### src/hw/ptsel_regs.vh
// constants for the partition tag select block
// assumes a single clock domain; included by hw/ptsel.v
// Contract
// - both stages, select 1: walk tag = map[context partition], context group
// - both stages, select 0: walk tag = entry partition and entry group
// - stage 1 only: entry partition; group from context if select 1, else entry
// - nested select 1: map lookup access precedes the stage 1 walk tag
// - counter group writes use its one config partition and group for either write security
// - counter group write security from security select and access permit bits
// - counter group reports nonsecure and secure partition and group limits
// - counter group without partitioning: partition 0, group 0, flag rule
// - every nonsecure request carries security flag 1
// - capability 0: every secure request carries security flag 0
// - capability 1: secure flag comes from the controlling field's flag
// - secure partition and group come from the same fields as without flags
// - four flag bits: bypass, global, stream entry, counter group interrupt
// - context and vm structure fetches inherit the stream entry flag
// - internal partitioning is implementation defined; not used here
// - queue and unit interrupt writes use unit-originated global fields
// - level 1 context and context fetches use stream entry fields
`ifndef PTSEL_REGS_VH
`define PTSEL_REGS_VH
`define PTSEL_KIND_W 3
`define PTSEL_K_WALK 3'h0
`define PTSEL_K_LEVEL1_CONTEXT_DESCRIPTOR 3'h1
`define PTSEL_K_CD 3'h2
`define PTSEL_K_VMS 3'h3
`define PTSEL_K_QUEUE 3'h4
`define PTSEL_K_UMSI 3'h5
`define PTSEL_K_BYPASS 3'h6
`define PTSEL_K_CGMSI 3'h7
`define PTSEL_ST_W 3
`define PTSEL_ST_IDLE 3'h1
`define PTSEL_ST_MAP 3'h2
`define PTSEL_ST_OUT 3'h4
`define PTSEL_PART_W 16
`define PTSEL_GRP_W 8
`define PTSEL_PART_MAX 16'hffff
`define PTSEL_GRP_MAX 8'hff
`endif
### src/hw/ptsel.v
// partition tag selection for unit-originated requests and counter group writes
// assumes requests, config and map responses are synchronous to clk
`timescale 1ns/1ps
`include "ptsel_regs.vh"
module ptsel #(
   parameter PW = `PTSEL_PART_W,
   parameter GW = `PTSEL_GRP_W,
   parameter [PW-1:0] CG_NS_PART_MAX = `PTSEL_PART_MAX,
   parameter [GW-1:0] CG_NS_GRP_MAX = `PTSEL_GRP_MAX,
   parameter [PW-1:0] CG_S_PART_MAX = `PTSEL_PART_MAX,
   parameter [GW-1:0] CG_S_GRP_MAX = `PTSEL_GRP_MAX,
   parameter CG_HAS_PART = 1'b1,
   parameter CG_TWO_SEC = 1'b1
) (
   input wire clk,
   input wire rst,
   input wire clk_en,
   input wire req_valid,
   output wire req_ready,
   input wire [`PTSEL_KIND_W-1:0] req_kind,
   input wire req_secure,
   input wire stage1_en,
   input wire stage2_en,
   input wire stage1_partition_select,
   input wire [PW-1:0] stream_table_entry_partition_id,
   input wire [GW-1:0] stream_table_entry_monitor_group,
   input wire stream_table_entry_partition_security_flag,
   input wire [PW-1:0] context_descriptor_partition_id,
   input wire [GW-1:0] context_descriptor_monitor_group,
   input wire security_flag_capability,
   input wire [PW-1:0] unit_originated_partition_id_ns,
   input wire [GW-1:0] unit_originated_monitor_group_ns,
   input wire [PW-1:0] unit_originated_partition_id_s,
   input wire [GW-1:0] unit_originated_monitor_group_s,
   input wire secure_global_partition_flag,
   input wire [PW-1:0] bypass_partition_id_ns,
   input wire [GW-1:0] bypass_monitor_group_ns,
   input wire [PW-1:0] bypass_partition_id_s,
   input wire [GW-1:0] bypass_monitor_group_s,
   input wire secure_bypass_partition_flag,
   input wire [PW-1:0] counter_group_partition_id,
   input wire [GW-1:0] counter_group_monitor_group,
   input wire interrupt_write_security_select,
   input wire nonsecure_access_permit,
   input wire interrupt_partition_security_flag,
   output reg map_rd_valid,
   output reg [PW-1:0] map_rd_index,
   input wire map_rsp_valid,
   input wire [PW-1:0] map_rsp_partition_id,
   output reg out_valid,
   input wire out_ready,
   output reg [PW-1:0] out_partition_id,
   output reg [GW-1:0] out_monitor_group,
   output reg out_partition_security_flag,
   output reg out_secure,
   output wire [PW-1:0] cg_limit_ns_partition_id,
   output wire [GW-1:0] cg_limit_ns_monitor_group,
   output wire [PW-1:0] cg_limit_s_partition_id,
   output wire [GW-1:0] cg_limit_s_monitor_group
);

   // flag for a request of the given security state and controlling field
   function flag_sel;
      input sec;
      input cap;
      input field_flag;
      begin
         if (!sec)
            flag_sel = 1'b1;
         else if (!cap)
            flag_sel = 1'b0;
         else
            flag_sel = field_flag;
      end
   endfunction

   // secure or nonsecure copy of a partition field
   function [PW-1:0] pick_part;
      input sec;
      input [PW-1:0] val_s;
      input [PW-1:0] val_ns;
      begin
         if (sec)
            pick_part = val_s;
         else
            pick_part = val_ns;
      end
   endfunction

   // secure or nonsecure copy of a monitor group field
   function [GW-1:0] pick_grp;
      input sec;
      input [GW-1:0] val_s;
      input [GW-1:0] val_ns;
      begin
         if (sec)
            pick_grp = val_s;
         else
            pick_grp = val_ns;
      end
   endfunction

   // context group replaces the entry group whenever stage 1 runs with select set
   function walk_ctx_grp;
      input s1;
      input s2;
      input sel;
      begin
         if (s1 && s2)
            walk_ctx_grp = sel;
         else if (s1)
            walk_ctx_grp = sel;
         else
            walk_ctx_grp = 1'b0;
      end
   endfunction

   // counter group flag: own control bit, or without partitioning the nonsecure state (1 if CG_TWO_SEC is 0)
   function cg_flag;
      input nonsec;
      input cap;
      input field_flag;
      begin
         if (!CG_HAS_PART)
            cg_flag = CG_TWO_SEC ? nonsec : 1'b1;
         else
            cg_flag = flag_sel(!nonsec, cap, field_flag);
      end
   endfunction

   localparam [`PTSEL_ST_W-1:0] ST_IDLE = `PTSEL_ST_IDLE;
   localparam [`PTSEL_ST_W-1:0] ST_MAP = `PTSEL_ST_MAP;
   localparam [`PTSEL_ST_W-1:0] ST_OUT = `PTSEL_ST_OUT;

   reg [`PTSEL_ST_W-1:0] state_reg;
   reg [`PTSEL_ST_W-1:0] state_next;
   reg [PW-1:0] part_next;
   reg [GW-1:0] grp_next;
   reg flag_next;
   reg sec_next;
   reg need_map;
   reg cg_nonsec;
   reg hold_flag_reg;
   reg hold_sec_reg;
   reg [GW-1:0] hold_grp_reg;

   wire take = req_valid && req_ready;
   wire nested = stage1_en && stage2_en;

   // caches are shared by all partitions; the optional split is not built
   assign req_ready = (state_reg == ST_IDLE) ||
      ((state_reg == ST_OUT) && out_ready);

   // limits are fixed by the build, so they cost no state
   assign cg_limit_ns_partition_id = CG_NS_PART_MAX;
   assign cg_limit_ns_monitor_group = CG_NS_GRP_MAX;
   assign cg_limit_s_partition_id = CG_S_PART_MAX;
   assign cg_limit_s_monitor_group = CG_S_GRP_MAX;

   always @* begin
      part_next = {PW{1'b0}};
      grp_next = {GW{1'b0}};
      flag_next = 1'b1;
      sec_next = req_secure;
      need_map = 1'b0;
      cg_nonsec = interrupt_write_security_select || nonsecure_access_permit;
      case (req_kind)
         `PTSEL_K_WALK: begin
            flag_next = flag_sel(req_secure, security_flag_capability,
               stream_table_entry_partition_security_flag);
            part_next = stream_table_entry_partition_id;
            grp_next = stream_table_entry_monitor_group;
            // nested walks with select set wait for the map: one extra access before the walk
            need_map = nested && stage1_partition_select;
            if (walk_ctx_grp(stage1_en, stage2_en, stage1_partition_select))
               grp_next = context_descriptor_monitor_group;
         end
         `PTSEL_K_LEVEL1_CONTEXT_DESCRIPTOR, `PTSEL_K_CD, `PTSEL_K_VMS: begin
            part_next = stream_table_entry_partition_id;
            grp_next = stream_table_entry_monitor_group;
            flag_next = flag_sel(req_secure, security_flag_capability,
               stream_table_entry_partition_security_flag);
         end
         `PTSEL_K_QUEUE, `PTSEL_K_UMSI: begin
            part_next = pick_part(req_secure, unit_originated_partition_id_s,
               unit_originated_partition_id_ns);
            grp_next = pick_grp(req_secure, unit_originated_monitor_group_s,
               unit_originated_monitor_group_ns);
            flag_next = flag_sel(req_secure, security_flag_capability,
               secure_global_partition_flag);
         end
         `PTSEL_K_BYPASS: begin
            part_next = pick_part(req_secure, bypass_partition_id_s, bypass_partition_id_ns);
            grp_next = pick_grp(req_secure, bypass_monitor_group_s, bypass_monitor_group_ns);
            flag_next = flag_sel(req_secure, security_flag_capability,
               secure_bypass_partition_flag);
         end
         `PTSEL_K_CGMSI: begin
            // the write's own attribute decides, not the request's state
            sec_next = !cg_nonsec;
            flag_next = cg_flag(cg_nonsec, security_flag_capability,
               interrupt_partition_security_flag);
            if (CG_HAS_PART) begin
               part_next = counter_group_partition_id;
               grp_next = counter_group_monitor_group;
            end else begin
               part_next = {PW{1'b0}};
               grp_next = {GW{1'b0}};
            end
         end
         default: begin
            part_next = {PW{1'b0}};
         end
      endcase
   end

   always @* begin
      state_next = state_reg;
      case (state_reg)
         ST_IDLE: begin
            if (take)
               state_next = need_map ? ST_MAP : ST_OUT;
         end
         ST_OUT: begin
            // a new request may be taken in the cycle the tag leaves
            if (take)
               state_next = need_map ? ST_MAP : ST_OUT;
            else if (out_ready)
               state_next = ST_IDLE;
         end
         ST_MAP: begin
            if (map_rsp_valid)
               state_next = ST_OUT;
         end
         default: begin
            state_next = ST_IDLE;
         end
      endcase
   end

   // valid follows the next state, so tag and valid rise on the same edge
   always @(posedge clk or posedge rst) begin
      if (rst) begin
         state_reg <= ST_IDLE;
         out_valid <= 1'b0;
      end else if (clk_en) begin
         state_reg <= state_next;
         out_valid <= (state_next == ST_OUT);
      end
   end

   // lookup request stands until the map answers; no time limit is imposed
   always @(posedge clk or posedge rst) begin
      if (rst) begin
         map_rd_valid <= 1'b0;
         map_rd_index <= {PW{1'b0}};
      end else if (clk_en) begin
         if (take && need_map) begin
            map_rd_valid <= 1'b1;
            map_rd_index <= context_descriptor_partition_id;
         end else if (state_reg == ST_MAP && map_rsp_valid) begin
            map_rd_valid <= 1'b0;
         end
      end
   end

   // walk fields are captured at the take, so config moving during the lookup cannot leak in
   always @(posedge clk or posedge rst) begin
      if (rst) begin
         hold_flag_reg <= 1'b0;
         hold_sec_reg <= 1'b0;
         hold_grp_reg <= {GW{1'b0}};
      end else if (clk_en) begin
         if (take && need_map) begin
            hold_flag_reg <= flag_next;
            hold_sec_reg <= sec_next;
            hold_grp_reg <= grp_next;
         end
      end
   end

   always @(posedge clk or posedge rst) begin
      if (rst) begin
         out_partition_id <= {PW{1'b0}};
         out_monitor_group <= {GW{1'b0}};
         out_partition_security_flag <= 1'b0;
         out_secure <= 1'b0;
      end else if (clk_en) begin
         if (take && !need_map) begin
            out_partition_id <= part_next;
            out_monitor_group <= grp_next;
            out_partition_security_flag <= flag_next;
            out_secure <= sec_next;
         end else if (state_reg == ST_MAP && map_rsp_valid) begin
            // walk tag waits for the physical partition from the map
            out_partition_id <= map_rsp_partition_id;
            out_monitor_group <= hold_grp_reg;
            out_partition_security_flag <= hold_flag_reg;
            out_secure <= hold_sec_reg;
         end
      end
   end

endmodule

### config.mk
export PLATFORM = sky130hd
export DESIGN_NAME = ptsel
export DESIGN_NICKNAME = d
export VERILOG_FILES = /design/src/hw/ptsel.v
export VERILOG_INCLUDE_DIRS = /design/src /design/src/hw
export SDC_FILE = /design/constraint.sdc
export NUM_CORES = 1
export LEC_CHECK = 0
export ABC_AREA = 0
export BUFFER_PORTS_ARGS = -buffer_cell sky130_fd_sc_hd__clkbuf_2
export CAP_MARGIN = 20
export CORE_ASPECT_RATIO = 0.5
export CORE_MARGIN = 2
export CORE_UTILIZATION = 43
export CTS_CLUSTER_SIZE = 16
export DETAILED_ROUTE_END_ITERATION = 8
export PLACE_DENSITY = 0.83
export RECOVER_POWER = 50
export SYNTH_ARGS = -nofsm -noshare
export SYNTH_HDL_FRONTEND = slang
export SYNTH_SLANG_ARGS = --single-unit
### constraint.sdc
create_clock -name clk -period 2.9 [get_ports clk]
set_input_delay 0.58 -clock clk [delete_from_list [all_inputs] [get_ports clk]]
set_output_delay 0.58 -clock clk [all_outputs]
set_load 0.05 [all_outputs]
==> impl_metrics.ini, run 1 <==
[run_status]
outcome = finished, final reports clean

[detailed_routing]
route.met2.wl_mm = 7.54
final_antenna_net_count = 0
wl_mm = 15.8
drc = 0
met3WireLength_mm = 1.39
via_count = 4677
top_layer_used = met4
wire_per_inst_um = 18.5
routed_via_density = 5.46
firstDrtPassIters = 5
drtIter0Drc = 284
drt-met1-wl_mm = 6.35

[placement]
place_hpwl_mm = 12.7
place_inst = 840
numPortBuffers = 248
gp_congestion = 1.02

[sta]
setup_violations = 0
relSlewSlack = 0.112
fmax_mhz = 419
skew_ps = 6.76
report.final.hold_viol_count = 0
drv_slew = 0
rsz0062_at_grt = no
timing.final.crit_share = 0.823
fin_tns_setup_ps = 0
worst_pin_slew_ps = 1330
whs_ps = 423
fin_crit_ps = 2390

[clock_network]
cts_setup_buffers = 0
root_buffer = clkbuf_16
numCtsBuffers = 9
clockBufferDepth = 2
postCtsHoldBufs = 0
cts_tree = yes
cts_resized = 0
h-tree-depth = 3
clkSinkCount = 57
insertion_delay_ps = 330
clkTransAtPathRegs_ps = 50

[power_and_ir_drop]
p_leak_nw = 2.97
p_per_area_nw_per_um2 = 752
peakVddDrop_mv = 0.402

[yosys]
synth_compound_area_frac = 0.260
ys.flop_type = dfrtp_1
synth_area_per_cell_um2 = 9.01
synthArstFlopShare = 1.00
synth-xor-area-share = 0
synth_edf_count = 0
muxShareOfSynthArea = 0.118
synthAdderAreaFrac = 0
synthCells = 482
synth_top_family_by_area = compound AO/OA/AOI/OAI gates
synthesis.area_um2 = 4340
ys_types = 63
synthSimpleGateAreaFrac = 0.150
synth-warning-count = 0
synth_seq_cells = 57
yosysSeqAreaShare = 0.329

[hold_path]
hold_path.class = in2reg

[floorplan]
die_x_um = 146
io-pin-count = 297
die_area_um2 = 11000
start_util = 0.451
core_um2 = 9630
die_height_um = 75.1
num_rows = 25

[setup_path]
crit_family = flip-flops
crit_arrival_ps = 2600
startpoint_type = register
cp_slowest_stage_delay_ps = 710
path_cells = nand2b_1 -> a211oi_4 -> and2_1 -> buf_4 -> mux2_1
worst_path_max_delay_cell = dfstp_1
critPathCaptureType = register
worst-path-buf-inv = 1
worst_ep_required_time_ps = 3110
cp_max_fo = 11
path_class = reg2reg

[layout]
drive_gt1_frac = 0.390
area_delta_synth_final_pct = 31.3
layout_common_cells = clkbuf_2 (227), dfrtp_1 (56), conb_1 (48)
final_common_cell = clkbuf_2
fillers = 915
final_nets = 920
top_regs = map_rd_index x16, out_partition_id x16
stdcell_count = 856
diodes = 0

[grt]
grt_max_degree = 52
antenna_found_initial = 0
grt.total_usage = 0.276
overflow = 0
grt_pass1_wl_mm = 23.3
grt_pass1_vias = 4399

[job]
cap_violations = 0
worst register-to-register path, cell delays in order (launching register included):
cell and delay [ps]:
dfstp_1 710, nand2b_1 230, a211oi_4 350, and2_1 360, buf_4 270, mux2_1 350
metrics by stage:
stage / utilization / area [um2] / setup slack [ps] / total power [mW]
2_1_floorplan: - / 4520 / 719 / 2.77
3_3_place_gp: 0.564 / 5440 / 395 / 3.25
3_5_place_dp: 0.564 / 5440 / 410 / 3.27
4_1_cts: 0.595 / 5730 / 643 / 4.33
5_1_grt: 0.592 / 5700 / 342 / 4.48
6_report: 0.592 / 5700 / 512 / 4.29
layer usage:
layer,track usage,vias to the layer above
li1,-,2152
met1,0.338,2223
met2,0.472,256
met3,0.0818,46
met4,0.111,0
met5,0,-
cell usage after synthesis, types with 6 or more instances:
master | n | share of area
nor2b_1 | 6 | 0.0086
buf_2 | 10 | 0.012
mux2_1 | 10 | 0.026
buf_4 | 50 | 0.086
clkbuf_1 | 13 | 0.011
o21ai_0 | 13 | 0.015
nand2_1 | 41 | 0.035
o22ai_1 | 6 | 0.0086
nand2b_1 | 10 | 0.014
inv_1 | 6 | 0.0052
mux2_2 | 8 | 0.021
a32oi_1 | 16 | 0.032
nor2_1 | 39 | 0.034
mux2i_1 | 31 | 0.071
a21oi_1 | 41 | 0.047
o21ai_1 | 7 | 0.0081
o221ai_1 | 12 | 0.024
o211ai_1 | 6 | 0.010
dfrtp_1 | 56 | 0.32
buf_6 | 9 | 0.023
a211oi_1 | 7 | 0.012
logic make-up after synthesis:
logic type      count (synthesis)
mux                            49
flops                          57
simple gates                  127
other cells                     1
buf+inv                        90
compound gates                158
area by class of cell:
type | instances | area, um2 | share of cell area
clock inverter | 6 | 57.6 | 0.0101
multi-input combinational | 382 | 2470 | 0.434
clock buffer | 10 | 239 | 0.0419
timing repair buffer | 260 | 1310 | 0.230
tap | 135 | 169 | 0.0296
sequential | 57 | 1430 | 0.250
inverter | 6 | 22.5 | 0.00395
where the power goes:
group	internal, mW	total (mW)	leakage (nW)	switching, mW
sequential	1.04	1.21	0.720	0.167
combinational	0.525	2.04	2.10	1.52
clock	0.680	1.04	0.148	0.363
final timing paths:
path,start,end,slack (ps),cells past startpoint
max,state_reg[0]$_DFFE_PP1P_,map_rd_index[3]$_DFFE_PP0P_,510,5
min,req_valid,state_reg[0]$_DFFE_PP1P_,420,2
max reg2reg,state_reg[0]$_DFFE_PP1P_,map_rd_index[3]$_DFFE_PP0P_,510,5
min reg2reg,map_rd_valid$_DFFE_PP0P_,map_rd_valid$_DFFE_PP0P_,470,1
max in group asynchronous,rst,out_monitor_group[0]$_DFFE_PP0P_,1030,3
min in group asynchronous,rst,map_rd_index[15]$_DFFE_PP0P_,620,2
Note: power is estimated with default switching activity, not from simulation.
==> run 2: changes to the inputs <==
clock period = 2.4 ns   (was 2.9 ns; I/O delays follow)
==> run 2 against run 1 <==
  * Clock power up 5%
  * Flip-flop and latch count unchanged
  * Wire length down 4.4%
  * Clock skew down 2.7 ps
  * Largest power group unchanged
==> impl_metrics.ini, run 2 (synthesis gave the netlist of run 1 again) <==
[run_status]
outcome = finished, final reports clean

[layout]
diodes = 0
final_common_cell = clkbuf_2
area_delta_synth_final_pct = 31.6
top_regs = map_rd_index x16, out_partition_id x16
final_nets = 924
layout_common_cells = clkbuf_2 (228), dfrtp_1 (56), conb_1 (48)
fillers = 854
design_area_um2 = 5720
drive_gt1_frac = 0.389

[power_and_ir_drop]
intPower_mw = 2.61
power.switching_mw = 2.42
p_per_area_nw_per_um2 = 880
peakVddDrop_mv = 0.394
pwr-share-seq = 0.291
p_leak_nw = 2.98
clkPwrFrac = 0.217
p_sw_frac = 0.481
pwr-share-comb = 0.492

[setup_path]
critPathCaptureType = register
cp_max_fo = 19
crit_arrival_ps = 2320
path_class = reg2reg
path_cells = nand2b_1 -> a211oi_4 -> and2_1 -> buf_4 -> mux2_1
startpoint_type = register
worst_ep_required_time_ps = 2610
cp_slowest_stage_delay_ps = 630
worst_path_max_delay_cell = dfstp_2

[placement]
dpl_cell_area_um2 = 5510
numPortBuffers = 248
gp_congestion = 1.00
place_hpwl_mm = 12.3
post-place-ws_ps = 194

[detailed_routing]
wire_per_inst_um = 17.6
wl_mm = 15.1
routed_via_density = 5.36
drtIter0Drc = 287
final_antenna_net_count = 0
drc = 0
firstDrtPassIters = 4
via_count = 4613

[sta]
relSlewSlack = 0.327
fin_crit_ps = 2110
report.final.hold_viol_count = 0
rsz0062_at_grt = no
timing.final.crit_share = 0.880
skew_ps = 4.04
setup_violations = 0
fin_tns_setup_ps = 0
worst_pin_slew_ps = 1010
drv_slew = 0
fmax_mhz = 474
setup_slack_ps = 289

[clock_network]
insertion_delay_ps = 320
postCtsHoldBufs = 0
cts_tree = yes
clkSinkCount = 57
clkTransAtPathRegs_ps = 50
numCtsBuffers = 9
root_buffer = clkbuf_16
h-tree-depth = 3
clockBufferDepth = 2

[floorplan]
core_um2 = 9630
die_height_um = 75.1
io-pin-count = 297
num_rows = 25
start_util = 0.451
die_area_um2 = 11000
die_x_um = 146

[grt]
grt_pass1_wl_mm = 22.7
grt_max_degree = 52
overflow = 0
antenna_found_initial = 0
grt_pass1_vias = 4246
grt.total_usage = 0.268

[hold_path]
hold_path.class = in2async

[job]
cap_violations = 0
## run 2: changes by cell type in the layout (fill, tap and decap cells not counted), sizes merged
cell and change:
buf +5, bufinv -1, clkbuf +5, clkinv -4, clkinvlp -1
## run 2: routing by layer
layer / global-route usage / wire, um / vias up
met5: 0 / 0 / -
met4: 0.0798 / 335 / 0
met3: 0.0812 / 1330 / 32
met2: 0.448 / 7080 / 238
met1: 0.344 / 6370 / 2184
li1: - / - / 2159
## run 2: final cells by class
cell class / count / area (um2) / area share
inverter: 6 / 22.5 / 0.00394
sequential: 57 / 1430 / 0.250
tap: 135 / 169 / 0.0295
timing repair buffer: 264 / 1370 / 0.240
multi-input combinational: 382 / 2480 / 0.433
clock buffer: 16 / 251 / 0.0440
## run 2: worst max-delay path, delay by kind of cell, from the launching register on
family / cells / cell delay, ps
AO/OA/AOI/OAI: 1 / 340
buffers and inverters: 1 / 250
flip-flops: 1 / 630
multiplexers: 1 / 340
AND/OR/NAND/NOR: 2 / 420
## run 2: power groups by stage
stage          clock network (mW)  logic [mW]  registers, mW
2_1_floorplan                   0        1.09           2.26
3_3_place_gp                    0        2.47           1.46
3_5_place_dp                    0        2.50           1.46
4_1_cts                      1.10        2.50           1.46
5_1_grt                      1.16        2.63           1.50
6_report                     1.09        2.48           1.46
## run 2: repair_timing
item                                    CTS  global route
endpoints found under the setup margin    0             1
setup buffers                             0             0
gates resized for setup                   0             1
## run 2: final timing paths
check	to	cells past startpoint	from	slack, ps
worst min-delay path	map_rd_index[14]$_DFFE_PP0P_	2	rst	310
worst max-delay path	hold_grp_reg[6]$_DFFE_PP0P_	5	state_reg[0]$_DFFE_PP1P_	290
worst max register to register	hold_grp_reg[6]$_DFFE_PP0P_	5	state_reg[0]$_DFFE_PP1P_	290
max in group asynchronous	hold_grp_reg[3]$_DFFE_PP0P_	3	rst	740
min in group clk	state_reg[0]$_DFFE_PP1P_	2	req_valid	340
worst min register to register	out_monitor_group[0]$_DFFE_PP0P_	2	out_monitor_group[0]$_DFFE_PP0P_	480
## run 2: stage by stage
step                hold WS, ps   util  power [mW]  cells
floorplan                   458      -        3.35    529
global placement            463  0.571        3.94    844
detailed placement          476  0.571        3.96    844
CTS                         183  0.598        5.07    860
global route                339  0.593        5.29    860
finish                      312  0.593        5.03    860
